==> config.mk <==
export PLATFORM = sky130hd
export DESIGN_NAME = servo_stop_sequence_select
export DESIGN_NICKNAME = d
export VERILOG_FILES = /design/src/core/input_filter.v /design/src/core/servo_stop_sequence_select.v
export VERILOG_INCLUDE_DIRS = /design/src /design/src/core
export SDC_FILE = /design/constraint.sdc
export NUM_CORES = 1
export LEC_CHECK = 0
export BUFFER_PORTS_ARGS = -buffer_cell sky130_fd_sc_hd__buf_2
export CAP_MARGIN = 20
export CORE_MARGIN = 4
export CORE_UTILIZATION = 54
export CTS_CLUSTER_SIZE = 8
export DETAILED_ROUTE_END_ITERATION = 16
export GPL_TIMING_DRIVEN = 0
export PLACE_DENSITY = 0.75
export SYNTH_ARGS = -nofsm -noshare
export SYNTH_HDL_FRONTEND = slang
export SYNTH_SLANG_ARGS = --single-unit
==> constraint.sdc <==
create_clock -name clk -period 2.8 [get_ports clk]
set_input_delay 0.14 -clock clk [delete_from_list [all_inputs] [get_ports clk]]
set_output_delay 0.14 -clock clk [all_outputs]
set_load 0.02 [all_outputs]
==> src/core/stop_select_defines.vh <==
// Constants for the stop-sequence selection block.
// Assumes a 200 MHz clock; times are given in ns or ms with derived counts.
`ifndef STOP_SELECT_DEFINES_VH
`define STOP_SELECT_DEFINES_VH

`define CLK_PERIOD_NS      5
`define CYCLES_PER_MS      (1000000 / `CLK_PERIOD_NS)
// Input read cycles in ns
`define READ_CYC0_NS       166000
`define READ_CYC1_NS       333000
`define READ_CYC2_NS       1000000
`define READ_CYC3_NS       1666000
`define READ_CYC0_CNT      (`READ_CYC0_NS / `CLK_PERIOD_NS)
`define READ_CYC1_CNT      (`READ_CYC1_NS / `CLK_PERIOD_NS)
`define READ_CYC2_CNT      (`READ_CYC2_NS / `CLK_PERIOD_NS)
`define READ_CYC3_CNT      (`READ_CYC3_NS / `CLK_PERIOD_NS)
`define ALM_CLR_HOLD_MS    120
// Register offsets
`define OFS_SRVOFF_SEL     4'h0
`define OFS_MAINOFF_SEL    4'h1
`define OFS_UV_SEL         4'h2
`define OFS_HOLD_TIME      4'h3
`define OFS_ALARM_SEL      4'h4
`define OFS_ISTOP_FORCE    4'h5
`define OFS_OVL_LEVEL      4'h6
`define OFS_OVRUN_LIMIT    4'h7
`define OFS_READ_CYC_SEL   4'h8
`define OFS_ALM_RST_SEL    4'h9
`define OFS_STATUS         4'hA
`define OFS_IRQ_MASK       4'hB
`define OFS_STATE          4'hC
// Reset values
`define RST_STOP_SEL       4'h0
`define RST_UV_SEL         1'b1
`define RST_HOLD_TIME      11'd70
`define RST_FORCE          9'd0
`define RST_OVRUN_LIMIT    10'd10
`define RST_READ_CYC       2'h0
`define RST_ALM_RST        1'b0
// Limits
`define MAX_STOP_SEL       4'h9
`define MAX_ALARM_SEL      4'h7
`define MIN_HOLD_TIME      11'd70
`define MAX_HOLD_TIME      11'd2000
`define MAX_PERCENT        9'd500
`define MAX_OVRUN_LIMIT    10'd1000
// Status bit positions
`define ST_MAINLOSS        0
`define ST_UVTRIP          1
`define ST_OVERLOAD        2
`define ST_OVERRUN         3
`define ST_ALMCLR          4
`define ST_WIDTH           5

`endif

==> src/core/input_filter.v <==
// Sampled three-flop input filter for one control input.
// Assumes sampleTick is a one-cycle enable pulse on clk.
`timescale 1ns/1ps
module input_filter
(
  // Clock and reset
  input  wire clk,
  input  wire rst_b,
  // Sampling
  input  wire sampleTick,
  input  wire pinIn,
  output reg  level
);
  reg syncA;
  reg syncB;
  reg syncC;

  always @(posedge clk)
  begin
    if (!rst_b)
    begin
      syncA <= 1'b0;
      syncB <= 1'b0;
      syncC <= 1'b0;
      level <= 1'b0;
    end
    else
    begin
      syncA <= pinIn;
      syncB <= syncA;
      syncC <= syncB;
      // Agreement only counts at the read cycle
      if (sampleTick && (syncB == syncC))
        level <= syncC;
    end
  end
endmodule

==> src/core/servo_stop_sequence_select.v <==
// Stop-sequence selection and input sampling for a linear servo drive.
// Assumes a plain register port master and external pin level inputs.
//
// Our own choices: the plain strobed port and the placing of the registers.
`timescale 1ns/1ps
`include "stop_select_defines.vh"
module servo_stop_sequence_select
#(
  parameter HOLD_UNIT_CYCLES = `CYCLES_PER_MS,
  parameter READ_CNT0        = `READ_CYC0_CNT,
  parameter READ_CNT1        = `READ_CYC1_CNT,
  parameter READ_CNT2        = `READ_CYC2_CNT,
  parameter READ_CNT3        = `READ_CYC3_CNT
)
(
  // Clock and reset
  input  wire        clk,
  input  wire        rst_b,
  // Power-up strobe, marks power off then on
  input  wire        powerCycle,
  // Register port
  input  wire [3:0]  regAddr,
  input  wire [15:0] regWdata,
  input  wire        regWr,
  input  wire        regRd,
  output reg  [15:0] regRdata,
  // Drive status from the power stage
  input  wire        servoOnReq,
  input  wire        mainPowerOk,
  input  wire        alarmActive,
  input  wire        alarmIsImmStop,
  input  wire        motorStopped,
  input  wire [8:0]  loadPercent,
  input  wire [15:0] travelExcess,
  // Control input pin
  input  wire        alarmClearPin,
  // Stop actions
  output reg         dynBrake,
  output reg         freeRun,
  output reg         immStop,
  output reg         servoFree,
  output reg         errCntClear,
  output reg  [8:0]  forceLimit,
  output reg         undervoltageTrip,
  output reg         servoOffByPower,
  output reg         alarmClear,
  output reg         irq
);
  // Action codes
  localparam ACT_NONE = 2'd0;
  localparam ACT_DB   = 2'd1;
  localparam ACT_FREE = 2'd2;
  localparam ACT_IMM  = 2'd3;

  reg [3:0]  srvOffSel;
  reg [3:0]  mainOffSel;
  reg        uvSel;
  reg [10:0] holdTimeSet;
  reg [10:0] holdTimeAct;
  reg [3:0]  alarmSel;
  reg [8:0]  immForce;
  reg [8:0]  ovlLevel;
  reg [9:0]  ovrunLimit;
  reg [1:0]  readSelSet;
  reg [1:0]  readSelAct;
  reg        almRstSel;
  reg [`ST_WIDTH-1:0] status;
  reg [`ST_WIDTH-1:0] irqMask;

  // Register writes; powerCycle latches deferred settings
  always @(posedge clk)
  begin
    if (!rst_b)
    begin
      srvOffSel   <= `RST_STOP_SEL;
      mainOffSel  <= `RST_STOP_SEL;
      uvSel       <= `RST_UV_SEL;
      holdTimeSet <= `RST_HOLD_TIME;
      holdTimeAct <= `RST_HOLD_TIME;
      alarmSel    <= `RST_STOP_SEL;
      immForce    <= `RST_FORCE;
      ovlLevel    <= `RST_FORCE;
      ovrunLimit  <= `RST_OVRUN_LIMIT;
      readSelSet  <= `RST_READ_CYC;
      readSelAct  <= `RST_READ_CYC;
      almRstSel   <= `RST_ALM_RST;
      irqMask     <= {`ST_WIDTH{1'b0}};
    end
    else
    begin
      if (powerCycle)
      begin
        holdTimeAct <= holdTimeSet;
        readSelAct  <= readSelSet;
      end
      if (regWr)
      begin
        case (regAddr)
          `OFS_SRVOFF_SEL:   srvOffSel   <= regWdata[3:0];
          `OFS_MAINOFF_SEL:  mainOffSel  <= regWdata[3:0];
          `OFS_UV_SEL:       uvSel       <= regWdata[0];
          `OFS_HOLD_TIME:    holdTimeSet <= regWdata[10:0];
          `OFS_ALARM_SEL:    alarmSel    <= regWdata[3:0];
          `OFS_ISTOP_FORCE:  immForce    <= regWdata[8:0];
          `OFS_OVL_LEVEL:    ovlLevel    <= regWdata[8:0];
          `OFS_OVRUN_LIMIT:  ovrunLimit  <= regWdata[9:0];
          `OFS_READ_CYC_SEL: readSelSet  <= regWdata[1:0];
          `OFS_ALM_RST_SEL:  almRstSel   <= regWdata[0];
          `OFS_IRQ_MASK:     irqMask     <= regWdata[`ST_WIDTH-1:0];
          default:           irqMask     <= irqMask;
        endcase
      end
    end
  end

  // Range checks fall back to defaults
  wire [3:0] srvCode  = (srvOffSel > `MAX_STOP_SEL) ?
                        `RST_STOP_SEL : srvOffSel;
  wire [3:0] mainCode = (mainOffSel > `MAX_STOP_SEL) ?
                        `RST_STOP_SEL : mainOffSel;
  wire [3:0] almCode  = (alarmSel > `MAX_ALARM_SEL) ?
                        `RST_STOP_SEL : alarmSel;
  wire [10:0] holdMs  = (holdTimeAct < `MIN_HOLD_TIME ||
                         holdTimeAct > `MAX_HOLD_TIME) ?
                        `RST_HOLD_TIME : holdTimeAct;
  wire [8:0] immLim   = (immForce > `MAX_PERCENT) ? `RST_FORCE : immForce;
  wire [8:0] ovlLim   = (ovlLevel > `MAX_PERCENT) ? `RST_FORCE : ovlLevel;
  wire [9:0] ovrLim   = (ovrunLimit > `MAX_OVRUN_LIMIT) ?
                        `RST_OVRUN_LIMIT : ovrunLimit;

  // Read cycle divider
  reg  [19:0] readCnt;
  reg  [19:0] readTop;
  wire        readTick = (readCnt == 20'h0_0000);

  always @*
  begin
    case (readSelAct)
      2'd0:    readTop = READ_CNT0[19:0] - 20'h0_0001;
      2'd1:    readTop = READ_CNT1[19:0] - 20'h0_0001;
      2'd2:    readTop = READ_CNT2[19:0] - 20'h0_0001;
      default: readTop = READ_CNT3[19:0] - 20'h0_0001;
    endcase
  end

  always @(posedge clk)
  begin
    if (!rst_b)
      readCnt <= 20'h0_0000;
    else if (readTick)
      readCnt <= readTop;
    else
      readCnt <= readCnt - 20'h0_0001;
  end

  // Millisecond tick
  reg  [17:0] msCnt;
  wire        msTick = (msCnt == 18'h0_0000);
  always @(posedge clk)
  begin
    if (!rst_b || msTick)
      msCnt <= HOLD_UNIT_CYCLES[17:0] - 18'h0_0001;
    else
      msCnt <= msCnt - 18'h0_0001;
  end

  // Alarm clear pin, sampled at the read cycle
  wire clrLevel;
  input_filter clrFilt
  (
    .clk        (clk),
    .rst_b      (rst_b),
    .sampleTick (readTick),
    .pinIn      (alarmClearPin),
    .level      (clrLevel)
  );

  // Alarm clear qualification; pulse once per press
  reg [6:0] clrMs;
  reg       clrDone;
  wire      clrQual = almRstSel ? 1'b1
                      : (clrMs >= `ALM_CLR_HOLD_MS);
  always @(posedge clk)
  begin
    if (!rst_b)
    begin
      clrMs      <= 7'd0;
      clrDone    <= 1'b0;
      alarmClear <= 1'b0;
    end
    else
    begin
      alarmClear <= 1'b0;
      if (!clrLevel)
      begin
        clrMs   <= 7'd0;
        clrDone <= 1'b0;
      end
      else
      begin
        if (msTick && clrMs < `ALM_CLR_HOLD_MS)
          clrMs <= clrMs + 7'd1;
        if (clrQual && !clrDone)
        begin
          alarmClear <= 1'b1;
          clrDone    <= 1'b1;
        end
      end
    end
  end

  // Main power loss timing in ms
  reg [10:0] lossMs;
  reg        mainLoss;
  always @(posedge clk)
  begin
    if (!rst_b)
    begin
      lossMs   <= 11'd0;
      mainLoss <= 1'b0;
    end
    else if (mainPowerOk)
    begin
      lossMs   <= 11'd0;
      mainLoss <= 1'b0;
    end
    else if (msTick && !mainLoss)
    begin
      lossMs <= lossMs + 11'd1;
      if (lossMs + 11'd1 >= holdMs)
        mainLoss <= 1'b1;
    end
  end

  // Monitors
  wire overload = (loadPercent > ovlLim);
  wire overrun  = (travelExcess > {6'd0, ovrLim});
  wire uvTrip   = mainLoss & uvSel;

  // Stop decision: alarm or undervoltage trip first, then main loss, then servo off
  reg [1:0] decelAct;
  reg [1:0] stopAct;
  reg       clearCnt;
  reg       stopping;
  always @*
  begin
    decelAct = ACT_NONE;
    stopAct  = ACT_NONE;
    clearCnt = 1'b0;
    stopping = 1'b0;
    if (alarmActive || uvTrip)
    begin
      stopping = 1'b1;
      clearCnt = 1'b1;
      decelAct = almCode[0] ? ACT_FREE : ACT_DB;
      stopAct  = almCode[1] ? ACT_FREE : ACT_DB;
      // Codes 6 and 7 both coast while decelerating for alarms that are not immediate-stop
      if (almCode == 4'd6)
        decelAct = ACT_FREE;
      if (almCode[2] && alarmIsImmStop)
        decelAct = ACT_IMM;
    end
    else if (mainLoss || !servoOnReq)
    begin
      stopping = 1'b1;
      if (mainLoss)
        stopCode(mainCode);
      else
        stopCode(srvCode);
    end
  end

  // Shared decoding of servo-off style codes
  task stopCode;
    input [3:0] code;
    begin
      if (code >= 4'd8)
      begin
        decelAct = ACT_IMM;
        stopAct  = code[0] ? ACT_FREE : ACT_DB;
        clearCnt = 1'b1;
      end
      else
      begin
        decelAct = code[0] ? ACT_FREE : ACT_DB;
        stopAct  = code[1] ? ACT_FREE : ACT_DB;
        clearCnt = !code[2];
      end
    end
  endtask

  wire [1:0] act = motorStopped ? stopAct : decelAct;

  // Registered exclusive outputs
  always @(posedge clk)
  begin
    if (!rst_b)
    begin
      dynBrake         <= 1'b0;
      freeRun          <= 1'b0;
      immStop          <= 1'b0;
      servoFree        <= 1'b0;
      errCntClear      <= 1'b0;
      forceLimit       <= `RST_FORCE;
      undervoltageTrip <= 1'b0;
      servoOffByPower  <= 1'b0;
    end
    else
    begin
      dynBrake    <= stopping && act == ACT_DB;
      freeRun     <= stopping && !motorStopped && act == ACT_FREE;
      servoFree   <= stopping && motorStopped && act == ACT_FREE;
      immStop     <= stopping && act == ACT_IMM;
      errCntClear <= stopping && clearCnt;
      forceLimit  <= (stopping && act == ACT_IMM) ? immLim
                     : `MAX_PERCENT;
      undervoltageTrip <= uvTrip;
      servoOffByPower  <= mainLoss & ~uvSel;
    end
  end

  // Sticky status, write one to clear; a set wins
  wire [`ST_WIDTH-1:0] events;
  assign events[`ST_MAINLOSS] = mainLoss;
  assign events[`ST_UVTRIP]   = uvTrip;
  assign events[`ST_OVERLOAD] = overload;
  assign events[`ST_OVERRUN]  = overrun;
  assign events[`ST_ALMCLR]   = alarmClear;

  genvar i;
  generate
    for (i = 0; i < `ST_WIDTH; i = i + 1)
    begin : stickyBits
      always @(posedge clk)
      begin
        if (!rst_b)
          status[i] <= 1'b0;
        else if (events[i])
          status[i] <= 1'b1;
        else if (regWr && regAddr == `OFS_STATUS && regWdata[i])
          status[i] <= 1'b0;
      end
    end
  endgenerate

  always @(posedge clk)
  begin
    if (!rst_b)
      irq <= 1'b0;
    else
      irq <= |(status & irqMask);
  end

  // Read data, one cycle after the strobe
  always @(posedge clk)
  begin
    if (!rst_b)
      regRdata <= 16'h0000;
    else if (regRd)
    begin
      case (regAddr)
        `OFS_SRVOFF_SEL:   regRdata <= {12'h000, srvOffSel};
        `OFS_MAINOFF_SEL:  regRdata <= {12'h000, mainOffSel};
        `OFS_UV_SEL:       regRdata <= {15'h0000, uvSel};
        `OFS_HOLD_TIME:    regRdata <= {5'h00, holdTimeSet};
        `OFS_ALARM_SEL:    regRdata <= {12'h000, alarmSel};
        `OFS_ISTOP_FORCE:  regRdata <= {7'h00, immForce};
        `OFS_OVL_LEVEL:    regRdata <= {7'h00, ovlLevel};
        `OFS_OVRUN_LIMIT:  regRdata <= {6'h00, ovrunLimit};
        `OFS_READ_CYC_SEL: regRdata <= {14'h0000, readSelSet};
        `OFS_ALM_RST_SEL:  regRdata <= {15'h0000, almRstSel};
        `OFS_STATUS:       regRdata <= {11'h000, status};
        `OFS_IRQ_MASK:     regRdata <= {11'h000, irqMask};
        `OFS_STATE:        regRdata <= {9'h000, clrLevel, immStop,
                                        servoFree, freeRun, dynBrake,
                                        mainLoss, overload};
        default:           regRdata <= 16'h0000;
      endcase
    end
    else
      regRdata <= 16'h0000;
  end
endmodule

==> qor.yml <==
io_pins: 90
fin_crit_ns: 2.672
grt_antenna_before_repair: 1
p_int_mw: 4.503
cts_max_path_buffers: 2
dieArea_mm2: 0.01794
diodes: 0
synth_edf_count: 0
final.setup_skew_ns: 0.004134
status: "completed"
numCtsBuffers: 17
vias: 7696
synth_ff_type: "dfxtp_1"
wl_per_cell_um: 18.55
hold_viol_final: 0
max_cap_violations: 0
min_delay_worst_endpoint: "mainLoss"
hold_depth: 3
grt_max_degree: 17
synth-async-reset-ratio: 0
die_w_um: 133.9
grt_pass1_wl_um: 38860
max_freq_ghz: 0.3743
postRouteAntennaNets: 0
crit_arrival_ns: 2.99
crit_fanout: 6
start_kind: "flop"
place.gp.congestion: 1.009
leakage_nw: 3.763
critPathKind: "reg -> reg"
crit_path_end_kind: "flop"
cts_setup_buffers: 0
rows: 45
netlist_area_mm2: 0.008564
synth_top_cell_area_share: 0.3950
cts.root.buffer_cell: "clkbuf_16"
synth_area_leader_cell: "dfxtp_1"
portBuffers: 74
power.switching_mw: 1.641
p_per_area_mw_per_mm2: 618.5
dr.pass1.iters: 6
rrSetupSlack_ns: 0.13
rsz0062_at_grt: "true"
die_h_um: 133.9
clk_pin_slew_worst_paths_ns: 0.06
nets: 1191
ys_warn_count: 0
finalMaxSlewViolations: 0
relSlewSlack: 0.3101
setup_viol: 0
swShare: 0.2671
gr-usage-all-layers: 0.2759
overflow: 0
finalWorstSetupSlack_ns: 0.1285
drc: 0
hold_path.class: "in -> reg"
seq_area_frac_synth: 0.3950
rr_startpoint: "holdTimeAct[1]"
syn_inst: 993
synthTopCellsByArea: "dfxtp_1 40%, nand2_1 6.4%, ha_1 6.0%"
p_clk_frac: 0.421
cts_tree: "built"
ff2ff_path_depth: 10
cp.required_ns: 3.12
htreeDepth: 4
hpwl_um: 18100
viasPerCell: 5.844
insertion_delay_ns: 0.43
area_growth_pct: 15.98
initial_core_util: 0.5572
post_route_cells_drive_above_1_share: 0.1184
final_common_cell: "dfxtp_1"
hp-start: "mainPowerOk"
p_comb_frac: 0.151
cts.sinks: 169
synth.distinct_cells: 69
worst_pin_slew_ns: 1.031
finalCritPeriodShare: 0.9541
fin_setup_tns_ns: 0
drtIter0Drc: 636
synth-seq-cells: 169
grt_pass1_vias: 7293
p_seq_frac: 0.428
core-area_mm2: 0.01537
worstReg2RegEnd: "mainLoss"
final_cell_mix: "169 x dfxtp_1, 145 x nand2_1, 74 x buf_2"
syn_area_per_cell_um2: 8.625
ir_worst_vdd_mv: 0.5344
routed_wl_um: 24430
place_ws_ns: -0.2011
[logic make-up after synthesis]
kind of cell | count (synthesis) | synth area share
compound gates | 175 | 0.1420
xor+xnor | 49 | 0.05011
fa+ha+maj | 41 | 0.05990
buf+inv | 74 | 0.03550
flops | 169 | 0.3950
mux | 57 | 0.06764
other cells | 1 | 0.0004379
simple gates | 427 | 0.2494
[registers in the layout, summed over array words and instances, names as in the netlist, 2 cells and up]
signal	flops
irqMask	5
mainOffSel	4
clrMs	7
immForce	9
holdTimeAct	11
holdTimeSet	11
ovlLevel	9
status	5
lossMs	11
readSelSet	2
msCnt	18
readSelAct	2
alarmSel	4
regRdata	11
forceLimit	9
readCnt	20
ovrunLimit	10
srvOffSel	4
[power by group through the flow]
stage / Clock (mW) / Combinational [mW] / Sequential (mW)
2_1_floorplan: 0 / 0.660 / 2.67
3_3_place_gp: 0 / 0.886 / 2.68
3_5_place_dp: 0 / 0.898 / 2.68
4_1_cts: 2.60 / 0.917 / 2.63
5_1_grt: 2.72 / 1.04 / 2.64
6_report: 2.59 / 0.930 / 2.63
[per-layer routing]
| layer | share of wire | up-vias | GRT usage |
|---|---|---|---|
| li1 | - | 3688 | - |
| met3 | 0.098 | 37 | 0.07802 |
| met5 | 0.00033 | - | 0 |
| met2 | 0.43 | 356 | 0.4104 |
| met4 | 0.019 | 2 | 0.09200 |
| met1 | 0.45 | 3613 | 0.3865 |
[cell usage after synthesis (5+ instances only)]
| master | count |
|---|---|
| dfxtp_1 | 169 |
| nand2_1 | 145 |
| nor2_1 | 62 |
| nand3_1 | 51 |
| mux2i_1 | 50 |
| nor2b_1 | 50 |
| clkbuf_1 | 42 |
| a21boi_0 | 41 |
| ha_1 | 41 |
| a21oi_1 | 35 |
| xnor2_1 | 34 |
| o21ai_0 | 28 |
| inv_1 | 20 |
| nor3_1 | 18 |
| nor4_1 | 15 |
| xor2_1 | 15 |
| and2_1 | 14 |
| or3_1 | 14 |
| nand2b_1 | 9 |
| or4_1 | 9 |
| mux2_2 | 7 |
| o21a_1 | 7 |
| buf_1 | 6 |
| nand4_1 | 6 |
| a2111oi_0 | 5 |
| a222oi_1 | 5 |
| a22oi_1 | 5 |
| and3_1 | 5 |
| buf_4 | 5 |
| nand3b_1 | 5 |
| o211ai_1 | 5 |
| or2_2 | 5 |
[how the worst max path moves through the flow]
stage | start | end | slack (ns) | cells after the start
5_1_grt | holdTimeAct[1] | mainLoss | -0.04 | 10
2_1_floorplan | holdTimeAct[1] | mainLoss | 0.12 | 10
3_3_place_gp | holdTimeAct[1] | mainLoss | -0.16 | 10
3_5_place_dp | holdTimeAct[1] | mainLoss | -0.20 | 10
4_1_cts | holdTimeAct[1] | mainLoss | 0.1 | 10
6_report | holdTimeAct[1] | mainLoss | 0.13 | 10
[what timing repair did]
item,CTS,global route
hold buffers,4,0
resized for setup,4,3
pin swaps,0,0
endpoints found under the setup margin,2,2
endpoints found under the hold margin,5,0
[final cells by class]
cell class | instances | area, um^2
inverters | 20 | 75.07
repair buffers | 78 | 410.4
fillers | 1334 | 5438
clock inverters | 14 | 220.2
well taps | 211 | 264.0
plain buffers | 54 | 229.0
clock buffers | 17 | 425.4
flip-flops and latches | 169 | 3383
multi-input cells | 754 | 4926
[critical path, stage by stage, from the launching register on]
cell	delay, ns
dfxtp_1	0.34
o41a_1	0.45
o2111ai_4	0.26
a21boi_4	0.27
and2_1	0.15
ha_1	0.21
nand2b_1	0.13
a21o_1	0.17
a21oi_1	0.14
o21ai_0	0.14
o221a_2	0.30
[stage by stage]
stage / util / instances / hold slack [ns] / instance area, um^2 / power, mW
4_1_cts: 0.6449 / 1317 / 0.007981 / 9913 / 6.139
6_report: 0.6462 / 1317 / 0.003372 / 9933 / 6.144
3_3_place_gp: 0.5994 / 1282 / 0.3517 / 9214 / 3.562
3_5_place_dp: 0.5994 / 1282 / 0.3546 / 9214 / 3.577
5_1_grt: 0.6462 / 1317 / 0.006159 / 9933 / 6.395
2_1_floorplan: - / 997 / 0.2165 / 8579 / 3.333
No activity file was read; power rests on OpenSTA's default activity.
